--- src/pkg/std_timer_consts.vh ---
`ifndef STD_TIMER_CONSTS_VH
`define STD_TIMER_CONSTS_VH
// register byte addresses on the apb bus
`define ADDR_CTRL0      12'h000
`define ADDR_MODE_CTRL  12'h004
`define ADDR_CNT_LO     12'h008
`define ADDR_CNT_HI     12'h00C
`define ADDR_CMPA_LO    12'h010
`define ADDR_CMPA_HI    12'h014
// control register 0 fields
`define C0_ON_BIT       3
`define C0_RP_LSB       0
// mode control fields
`define MC_MODE_LSB     6
`define MC_FUNC_LSB     4
`define MC_OC_BIT       3
`define MC_POL_BIT      2
`define MC_DPX_BIT      1
`define MC_CCLR_BIT     0
// operating modes
`define MODE_COMPARE    2'h0
`define MODE_CAPTURE    2'h1
`define MODE_PWM        2'h2
`define MODE_TIMER      2'h3
// reset values
`define RST_BYTE        8'h00
`define RST_CNT         10'h000
`endif

--- src/verilog/std_timer.v ---
// How it works
// period bits compare counter bits nine to seven
// period zero means 1024, else 128 * value steps
// clear select 0: period match or overflow
// clear select 1: clear on compare a
// clear select ignored in pwm, pulse, capture
// mode field picks compare, capture, pwm, timer
// software stops timer before changing mode
// timer mode: pin settings have no effect
// compare match: hold, low, high, toggle
// pwm codes: inactive, active, pwm, pulse
// capture: rising, falling, both, disabled
// requested equals initial level: no change
// counter on rising restores initial level
// software changes pwm function only stopped
// output control sets initial pin level
// output control sets pwm/pulse active level
// polarity bit inverts output pin
// swap bit exchanges period and duty
// counter readable as low/high bytes
// compare a held in byte pair
// low write buffered, high write commits
// high read latches low byte into buffer
// on rising clears, falling holds count
`timescale 1ns/1ps
`default_nettype none
`include "std_timer_consts.vh"
module std_timer #(
  parameter CNT_W = 10
) (
  // clock and reset
  input  wire        clk,
  input  wire        rst,
  // apb slave
  input  wire        psel,
  input  wire        penable,
  input  wire        pwrite,
  input  wire [11:0] paddr,
  input  wire [31:0] pwdata,
  output wire        pready,
  output reg  [31:0] prdata,
  output wire        pslverr,
  // timer clock tick from clock selection
  input  wire        timer_tick,
  // pins
  input  wire        capture_input_pin,
  output reg         timer_out,
  output reg         timer_out_en,
  // events
  output reg         match_a,
  output reg         match_p,
  output reg         capture_event,
  output reg  [9:0]  capture_value
);
  reg  [7:0]  ctrl0_q;
  reg  [7:0]  mode_ctrl_q;
  reg  [9:0]  cmpa_q;
  reg  [7:0]  buf_q;
  reg  [9:0]  count_q;
  reg         on_prev_q;
  reg         pin_q;
  reg         cap_s1_q;
  reg         cap_s2_q;
  reg         cap_prev_q;
  reg         rdv_q;
  wire        wr = psel & penable & pwrite;
  wire        rd = psel & penable & ~pwrite;
  wire        rd_go = rd & ~rdv_q;
  wire        on_bit = ctrl0_q[`C0_ON_BIT];
  wire [2:0]  rp = ctrl0_q[`C0_RP_LSB +: 3];
  wire [1:0]  mode = mode_ctrl_q[`MC_MODE_LSB +: 2];
  wire [1:0]  func = mode_ctrl_q[`MC_FUNC_LSB +: 2];
  wire        oc = mode_ctrl_q[`MC_OC_BIT];
  wire        pol = mode_ctrl_q[`MC_POL_BIT];
  wire        dpx = mode_ctrl_q[`MC_DPX_BIT];
  wire        cclr = mode_ctrl_q[`MC_CCLR_BIT];
  wire        on_rise = on_bit & ~on_prev_q;
  wire        known = (paddr == `ADDR_CTRL0) | (paddr == `ADDR_MODE_CTRL) |
                      (paddr == `ADDR_CNT_LO) | (paddr == `ADDR_CNT_HI) |
                      (paddr == `ADDR_CMPA_LO) | (paddr == `ADDR_CMPA_HI);
  // top three bits; last count before 128 * value ends the period
  wire [2:0]  rp_m1 = rp - 3'h1;
  wire        p_hit = (count_q[9:7] == rp_m1) & (count_q[6:0] == 7'h7F);
  wire        ovf = (count_q == 10'h3FF);
  wire        a_hit = (count_q == cmpa_q);
  // zero means overflow
  wire        p_match = (rp == 3'h0) ? ovf : p_hit;
  wire        run = on_bit & timer_tick;
  // period/duty roles
  wire        pwm_end = dpx ? a_hit : p_match;
  wire [9:0]  duty_cnt = dpx ? {rp, 7'h00} : cmpa_q;
  wire        pwm_full = dpx ? (rp == 3'h0) : 1'b0;
  wire        pwm_act = pwm_full | (count_q < duty_cnt) |
                        (~dpx & (cmpa_q >= {rp, 7'h00}) & (rp != 3'h0));
  reg         clr;
  reg         out_lvl;
  // one wait state on reads, so registered read data stands at the ready edge
  assign pready = ~rd | rdv_q;
  assign pslverr = psel & penable & ~known;
  always @* begin
    clr = 1'b0;
    case (mode)
      // pwm ignores clear select
      `MODE_PWM: clr = (func == 2'h3) ? 1'b0 : pwm_end;
      `MODE_CAPTURE: clr = ovf;
      // clear source
      default: clr = cclr ? a_hit : (p_match | ovf);
    endcase
  end
  // read path
  always @(posedge clk) begin
    if (rst) begin
      prdata <= 32'h0000_0000;
      rdv_q <= 1'b0;
    end else begin
      rdv_q <= rd_go;
      if (rd_go) begin
        case (paddr)
          `ADDR_CTRL0: prdata <= {24'h000000, ctrl0_q};
          `ADDR_MODE_CTRL: prdata <= {24'h000000, mode_ctrl_q};
          `ADDR_CNT_HI: prdata <= {30'h0, count_q[9:8]};
          `ADDR_CMPA_HI: prdata <= {30'h0, cmpa_q[9:8]};
          `ADDR_CNT_LO: prdata <= {24'h000000, buf_q};
          `ADDR_CMPA_LO: prdata <= {24'h000000, buf_q};
          default: prdata <= 32'h0000_0000;
        endcase
      end
    end
  end
  // register writes and shared buffer
  always @(posedge clk) begin
    if (rst) begin
      ctrl0_q <= `RST_BYTE;
      mode_ctrl_q <= `RST_BYTE;
      cmpa_q <= `RST_CNT;
      buf_q <= `RST_BYTE;
    end else begin
      if (wr & (paddr == `ADDR_CTRL0)) begin
        ctrl0_q <= pwdata[7:0];
      end
      if (wr & (paddr == `ADDR_MODE_CTRL)) begin
        mode_ctrl_q <= pwdata[7:0];
      end
      // buffer then commit
      if (wr & (paddr == `ADDR_CMPA_LO)) begin
        buf_q <= pwdata[7:0];
      end
      if (wr & (paddr == `ADDR_CMPA_HI)) begin
        cmpa_q <= {pwdata[1:0], buf_q};
      end
      // latch low on high read
      if (rd_go & (paddr == `ADDR_CNT_HI)) begin
        buf_q <= count_q[7:0];
      end
      if (rd_go & (paddr == `ADDR_CMPA_HI)) begin
        buf_q <= cmpa_q[7:0];
      end
      // single pulse ends on compare a
      if (mode == `MODE_PWM && func == 2'h3 && on_bit && run && a_hit) begin
        ctrl0_q[`C0_ON_BIT] <= 1'b0;
      end
    end
  end
  // counter
  always @(posedge clk) begin
    if (rst) begin
      count_q <= `RST_CNT;
      on_prev_q <= 1'b0;
      match_a <= 1'b0;
      match_p <= 1'b0;
    end else begin
      on_prev_q <= on_bit;
      match_a <= run & a_hit & ~(mode != `MODE_PWM && cmpa_q == 10'h000);
      match_p <= run & p_match & ~(cclr & mode != `MODE_PWM);
      // on edge clears
      if (on_rise) begin
        count_q <= `RST_CNT;
      end else if (run) begin
        count_q <= clr ? `RST_CNT : count_q + 10'h001;
      end
    end
  end
  // capture synchroniser, edge detect on second stage only
  always @(posedge clk) begin
    if (rst) begin
      cap_s1_q <= 1'b0;
      cap_s2_q <= 1'b0;
      cap_prev_q <= 1'b0;
      capture_event <= 1'b0;
      capture_value <= `RST_CNT;
    end else begin
      cap_s1_q <= capture_input_pin;
      cap_s2_q <= cap_s1_q;
      cap_prev_q <= cap_s2_q;
      capture_event <= 1'b0;
      // capture edge select
      if (mode == `MODE_CAPTURE && on_bit &&
          ((func == 2'h0 && cap_s2_q && !cap_prev_q) ||
           (func == 2'h1 && !cap_s2_q && cap_prev_q) ||
           (func == 2'h2 && cap_s2_q != cap_prev_q))) begin
        capture_event <= 1'b1;
        capture_value <= count_q;
      end
    end
  end
  // compare output level
  always @(posedge clk) begin
    if (rst) begin
      pin_q <= 1'b0;
    end else if (on_rise) begin
      // restore initial level
      pin_q <= oc;
    end else if (mode == `MODE_COMPARE && run && a_hit && cmpa_q != 10'h000) begin
      // same level gives no change
      case (func)
        2'h1: pin_q <= 1'b0;
        2'h2: pin_q <= 1'b1;
        2'h3: pin_q <= ~pin_q;
        default: pin_q <= pin_q;
      endcase
    end else if (mode == `MODE_PWM && func == 2'h3 && on_prev_q && !on_bit) begin
      pin_q <= ~oc;
    end
  end
  // mode output select
  always @* begin
    out_lvl = pin_q;
    case (mode)
      `MODE_PWM: begin
        case (func)
          2'h0: out_lvl = ~oc;
          2'h1: out_lvl = oc;
          2'h2: out_lvl = (on_bit & pwm_act) ? oc : ~oc;
          default: out_lvl = on_bit ? oc : ~oc;
        endcase
      end
      default: out_lvl = pin_q;
    endcase
  end
  // pin driver: data registered
  always @(posedge clk) begin
    if (rst) begin
      timer_out <= 1'b0;
      timer_out_en <= 1'b0;
    end else begin
      // polarity invert
      timer_out <= out_lvl ^ pol;
      // timer mode leaves pin undriven
      timer_out_en <= (mode == `MODE_COMPARE) | (mode == `MODE_PWM);
    end
  end
endmodule // std_timer
`default_nettype wire
--- config.mk ---
export PLATFORM = sky130hd
export DESIGN_NAME = std_timer
export DESIGN_NICKNAME = d
export VERILOG_FILES = /design/src/verilog/std_timer.v
export VERILOG_INCLUDE_DIRS = /design/src /design/src/pkg
export SDC_FILE = /design/constraint.sdc
export NUM_CORES = 1
export LEC_CHECK = 0
export BUFFER_PORTS_ARGS = -buffer_cell sky130_fd_sc_hd__buf_2
export CORE_MARGIN = 3
export CORE_UTILIZATION = 54
export DETAILED_ROUTE_END_ITERATION = 8
export GPL_TIMING_DRIVEN = 0
export PLACE_DENSITY = 0.8
export SYNTH_ARGS = -nofsm -noshare
export SYNTH_HDL_FRONTEND = slang
export SYNTH_SLANG_ARGS = --single-unit
--- constraint.sdc ---
create_clock -name clk -period 2.6 [get_ports clk]
set_input_delay 0.39 -clock clk [delete_from_list [all_inputs] [get_ports clk]]
set_output_delay 0.39 -clock clk [all_outputs]
set_load 0.01 [all_outputs]
==> metrics.log <==
INFO  metric run_status = complete, no violations
INFO  metric crit_path_start = ctrl0_q[1]
INFO  metric clock_sink_count = 73
INFO  metric first_global_vias = 3348
INFO  metric yosys_register_bits = 73
INFO  metric worst-endpoint-required = 2.83 ns
INFO  metric cell_internal_pwr = 0.00164 W
INFO  metric drive_above_1_share = 20.8%
INFO  metric synth.largest_area_cell = sky130_fd_sc_hd__dfxtp_1
INFO  metric power.share.clock = 39.1%
INFO  metric floorplan.die.width = 94.3 um
INFO  metric critPathKind = flip-flop to flip-flop
INFO  metric seqCellArea = 0.00146 mm^2
INFO  metric detail_route.wl_per_cell = 15.9 um
INFO  metric synth_cell_type_count = 62
INFO  metric synth_async_sr_flop_share = 0%
INFO  metric root_buffer = sky130_fd_sc_hd__clkbuf_8
INFO  metric critical_path.endpoint = count_q[3]
INFO  metric cp_data_arrival_time = 2.63 ns
INFO  metric vias = 3640
INFO  metric mappedNetlistArea = 0.00421 mm^2
INFO  metric floorplan.initialDensity = 56.8%
INFO  metric postRouteWirelength = 10500 um
INFO  metric critPathLaunchType = flip-flop
INFO  metric timing.hold.worst.class = input port to flip-flop
INFO  metric die_h = 94.3 um
INFO  metric die_area = 0.00889 mm^2
INFO  metric tritoncts.num_buffers = 9
INFO  metric multiInputGateArea = 0.00242 mm^2
INFO  metric max-cap-violations = 0
INFO  metric fillers = 611
INFO  metric synth.yosys.seq_area_share = 34.7%
INFO  metric detail_route.vias_per_cell = 5.50
INFO  metric regToRegStartpoint = ctrl0_q[1]
INFO  metric tightestPinTransition = 0.641 ns
INFO  metric io_buffer_count = 47
INFO  metric postSynth.topFlopCell = sky130_fd_sc_hd__dfxtp_1
INFO  metric cts_htree_levels = 3
INFO  metric insertedDiodeCount = 0
INFO  metric power.density = 445 mW/mm^2
INFO  metric timing.reg2reg.worst_path_depth = 9
INFO  metric whs = 0.250 ns
INFO  metric drc = 0
INFO  metric synth_area_leaders = sky130_fd_sc_hd__dfxtp_1 (35%), sky130_fd_sc_hd__mux2i_1 (12%), sky130_fd_sc_hd__nor2_1 (6.4%)
INFO  metric clk_pin_slew = 0.07 ns
INFO  metric vdd_drop_max = 0.360 mV
INFO  metric grt_setup_unrepaired = no
INFO  metric post_syn_area_per_cell = 8.79 um^2
INFO  metric slew_headroom = 57.3%
INFO  metric synth.top_cell.area_share = 34.7%
INFO  metric synth-edff-count = 0
INFO  metric detail_route.first_pass.iterations = 5
INFO  metric net-switching-power = 0.000517 W
INFO  metric nNetsFinal = 628
INFO  metric switching_power_share_of_the_total = 24.0%
INFO  metric grt_usage = 24.4%
INFO  metric max-clock-path-buffers = 2
INFO  metric insertion_delay_to_the_later_sink_of_the_worst_skew_pair = 0.35 ns
INFO  metric rows = 31
INFO  metric grt_max_degree = 17
INFO  metric part_of_the_power_in_registers = 52.4%
INFO  metric maxClockFrequency = 417 MHz
INFO  metric worstPathMaxFanout = 7
INFO  metric core_area = 0.00741 mm^2
INFO  metric gp_congestion = 0.995
INFO  metric setup-violations-final = 0
INFO  metric detailedRoute.firstIterationViolations = 323
INFO  metric hpwl = 7990 um
INFO  metric layout_area_overhead = 14.9%
INFO  metric critical_path.reg2reg.endpoint = count_q[3]
INFO  metric post-route-util = 65.3%
INFO  metric netlist_instances = 479
INFO  metric min_period_over_period = 92.3%
INFO  metric synth_warnings = 0
INFO  metric drtAntennaViolNets = 0
INFO  metric setup.worst_path.end_class = flip-flop
INFO  metric globalRouteOverflowTotal = 0
INFO  metric comb_power_share = 8.5%
INFO  metric hold_violations = 0
INFO  metric initial_antenna_violation_count = 0
INFO  metric grt_first_pass_wirelength = 16700 um
INFO  metric floorplan.io_pins = 100
INFO  metric finalClockSkew = 0.00904 ns
INFO  metric report.final.slew_viol_count = 0
INFO  metric reg2reg_slack = 0.20 ns
INFO  metric tritoncts_clock_tree = built
INFO  metric period_minus_slack = 2.40 ns
INFO  metric p_leak = 2.08 nW
## kinds of logic (layout without fill, tap and decap cells)
logic type	after synthesis	after routing	share of synthesized area (%)
XOR/XNOR	20	20	4.49
buffers and inverters	75	136	9.98
other	1	24	0.0891
flip-flops	73	73	34.7
AND/OR/NAND/NOR	179	179	22.4
AO/OA/AOI/OAI	62	62	10.8
multiplexers	51	51	12.2
adder cells (fa/ha/maj)	18	18	5.35
## layout by cell type, fill, tap and decap left out, types with 3 or more instances in the layout
master / netlist / layout
sky130_fd_sc_hd__nand2b_1: 11 / 11
sky130_fd_sc_hd__o21ai_0: 7 / 7
sky130_fd_sc_hd__o21ai_1: 3 / 3
sky130_fd_sc_hd__nand2_1: 31 / 31
sky130_fd_sc_hd__nand4_1: 9 / 9
sky130_fd_sc_hd__xnor2_1: 12 / 12
sky130_fd_sc_hd__nor3_1: 12 / 12
sky130_fd_sc_hd__buf_2: 7 / 54
sky130_fd_sc_hd__conb_1: 1 / 24
sky130_fd_sc_hd__a21oi_1: 17 / 17
sky130_fd_sc_hd__nand3_1: 11 / 11
sky130_fd_sc_hd__a221oi_1: 3 / 3
sky130_fd_sc_hd__clkbuf_8: 1 / 10
sky130_fd_sc_hd__nor4_4: 3 / 3
sky130_fd_sc_hd__inv_1: 20 / 20
sky130_fd_sc_hd__xor2_1: 7 / 7
sky130_fd_sc_hd__nor2_1: 72 / 72
sky130_fd_sc_hd__nor4_1: 3 / 3
sky130_fd_sc_hd__clkinv_2: 0 / 3
sky130_fd_sc_hd__ha_1: 18 / 18
sky130_fd_sc_hd__dfxtp_1: 73 / 73
sky130_fd_sc_hd__a222oi_1: 6 / 6
sky130_fd_sc_hd__clkbuf_1: 15 / 16
sky130_fd_sc_hd__nor2b_1: 5 / 5
sky130_fd_sc_hd__o221ai_1: 8 / 8
sky130_fd_sc_hd__nand3b_1: 3 / 3
sky130_fd_sc_hd__buf_4: 30 / 30
sky130_fd_sc_hd__mux2i_1: 50 / 49
sky130_fd_sc_hd__a31oi_1: 3 / 3
## layer usage
layer  up-vias  GRT usage (%)  share of wire (%)
li1       1773              -                  -
met1      1684           33.3                 44
met2       162           38.7                 45
met3        21           3.85                9.2
met4         0           9.63                1.9
met5         -              0                  0
## final cells by class
cell class | count | share of cell area [%]
multi-input combinational | 354 | 50.1
sequential | 73 | 30.2
buffer | 54 | 7.06
timing repair buffer | 47 | 4.86
clock buffer | 11 | 2.72
tap | 99 | 2.56
inverter | 20 | 1.55
clock inverter | 4 | 0.931
## registers in the layout (all words and copies together), names as in the netlist, 8 cells and up
| register | flops |
|---|---|
| buf_q | 8 |
| capture_value | 10 |
| cmpa_q | 10 |
| count_q | 10 |
| ctrl0_q | 8 |
| mode_ctrl_q | 8 |
| prdata | 8 |
## what timing repair did
action,in CTS,in global routing
buffers inserted,0,0
hold buffers,0,0
endpoints found under the hold margin,0,0
resized for setup,0,2
endpoints found under the setup margin,1,1
## power by group through the flow
stage                     Sequential, W  Clock (W)  Combinational [W]
after floorplan                 0.00115          0           0.000126
after global placement          0.00115          0           0.000175
after detailed placement        0.00115          0           0.000178
after CTS                       0.00113   0.000845           0.000179
after global routing            0.00113   0.000890           0.000199
final                           0.00113   0.000843           0.000183
## cells in the mapped netlist, types with 2 or more instances
cell type / instances
sky130_fd_sc_hd__a31oi_1: 3
sky130_fd_sc_hd__nor3_1: 12
sky130_fd_sc_hd__o21ai_0: 7
sky130_fd_sc_hd__inv_1: 20
sky130_fd_sc_hd__ha_1: 18
sky130_fd_sc_hd__nand3b_1: 3
sky130_fd_sc_hd__nor4_1: 3
sky130_fd_sc_hd__nand3_1: 11
sky130_fd_sc_hd__nor2b_1: 5
sky130_fd_sc_hd__xor2_1: 7
sky130_fd_sc_hd__nand2b_1: 11
sky130_fd_sc_hd__and2_1: 2
sky130_fd_sc_hd__nand2_1: 31
sky130_fd_sc_hd__nor4_4: 3
sky130_fd_sc_hd__clkbuf_1: 15
sky130_fd_sc_hd__nor3_2: 2
sky130_fd_sc_hd__o221ai_1: 8
sky130_fd_sc_hd__a211oi_1: 2
sky130_fd_sc_hd__nor2_1: 72
sky130_fd_sc_hd__buf_2: 7
sky130_fd_sc_hd__a222oi_1: 6
sky130_fd_sc_hd__dfxtp_1: 73
sky130_fd_sc_hd__a221oi_1: 3
sky130_fd_sc_hd__nand4_1: 9
sky130_fd_sc_hd__mux2i_1: 50
sky130_fd_sc_hd__o21ai_1: 3
sky130_fd_sc_hd__buf_4: 30
sky130_fd_sc_hd__xnor2_1: 12
sky130_fd_sc_hd__and2b_1: 2
sky130_fd_sc_hd__a21oi_1: 17
## critical path, cell delays in order, from the launching register on
cell                        delay (ns)
sky130_fd_sc_hd__dfxtp_1          0.47
sky130_fd_sc_hd__inv_1            0.14
sky130_fd_sc_hd__ha_1             0.31
sky130_fd_sc_hd__xor2_1           0.15
sky130_fd_sc_hd__nand4_1          0.15
sky130_fd_sc_hd__a2111oi_2        0.39
sky130_fd_sc_hd__a211oi_1         0.09
sky130_fd_sc_hd__a41o_2           0.31
sky130_fd_sc_hd__o21bai_4         0.20
sky130_fd_sc_hd__nor2_1           0.07
## stage by stage
step	setup TNS, ns	cell area [um^2]	total power (W)	setup slack [ns]	std cells
after detailed placement	-0.115	4660	0.00133	-0.115	648
after CTS	0	4830	0.00215	0.225	662
final	0	4840	0.00215	0.200	662
after floorplan	0	4300	0.00128	0.299	502
after global placement	-0.0703	4660	0.00133	-0.0703	648
after global routing	0	4840	0.00222	0.0117	662
## worst min-delay path by stage
stage,start,endpoint,slack (ns),depth (start not counted)
6_report,capture_input_pin,cap_s1_q,0.25,2
5_1_grt,capture_input_pin,cap_s1_q,0.27,2
4_1_cts,capture_input_pin,cap_s1_q,0.24,2
3_5_place_dp,cap_s1_q,cap_s2_q,0.43,1
3_3_place_gp,cap_s1_q,cap_s2_q,0.42,1
2_1_floorplan,cap_s1_q,cap_s2_q,0.41,1
Note: power is estimated with default switching activity, not from simulation.
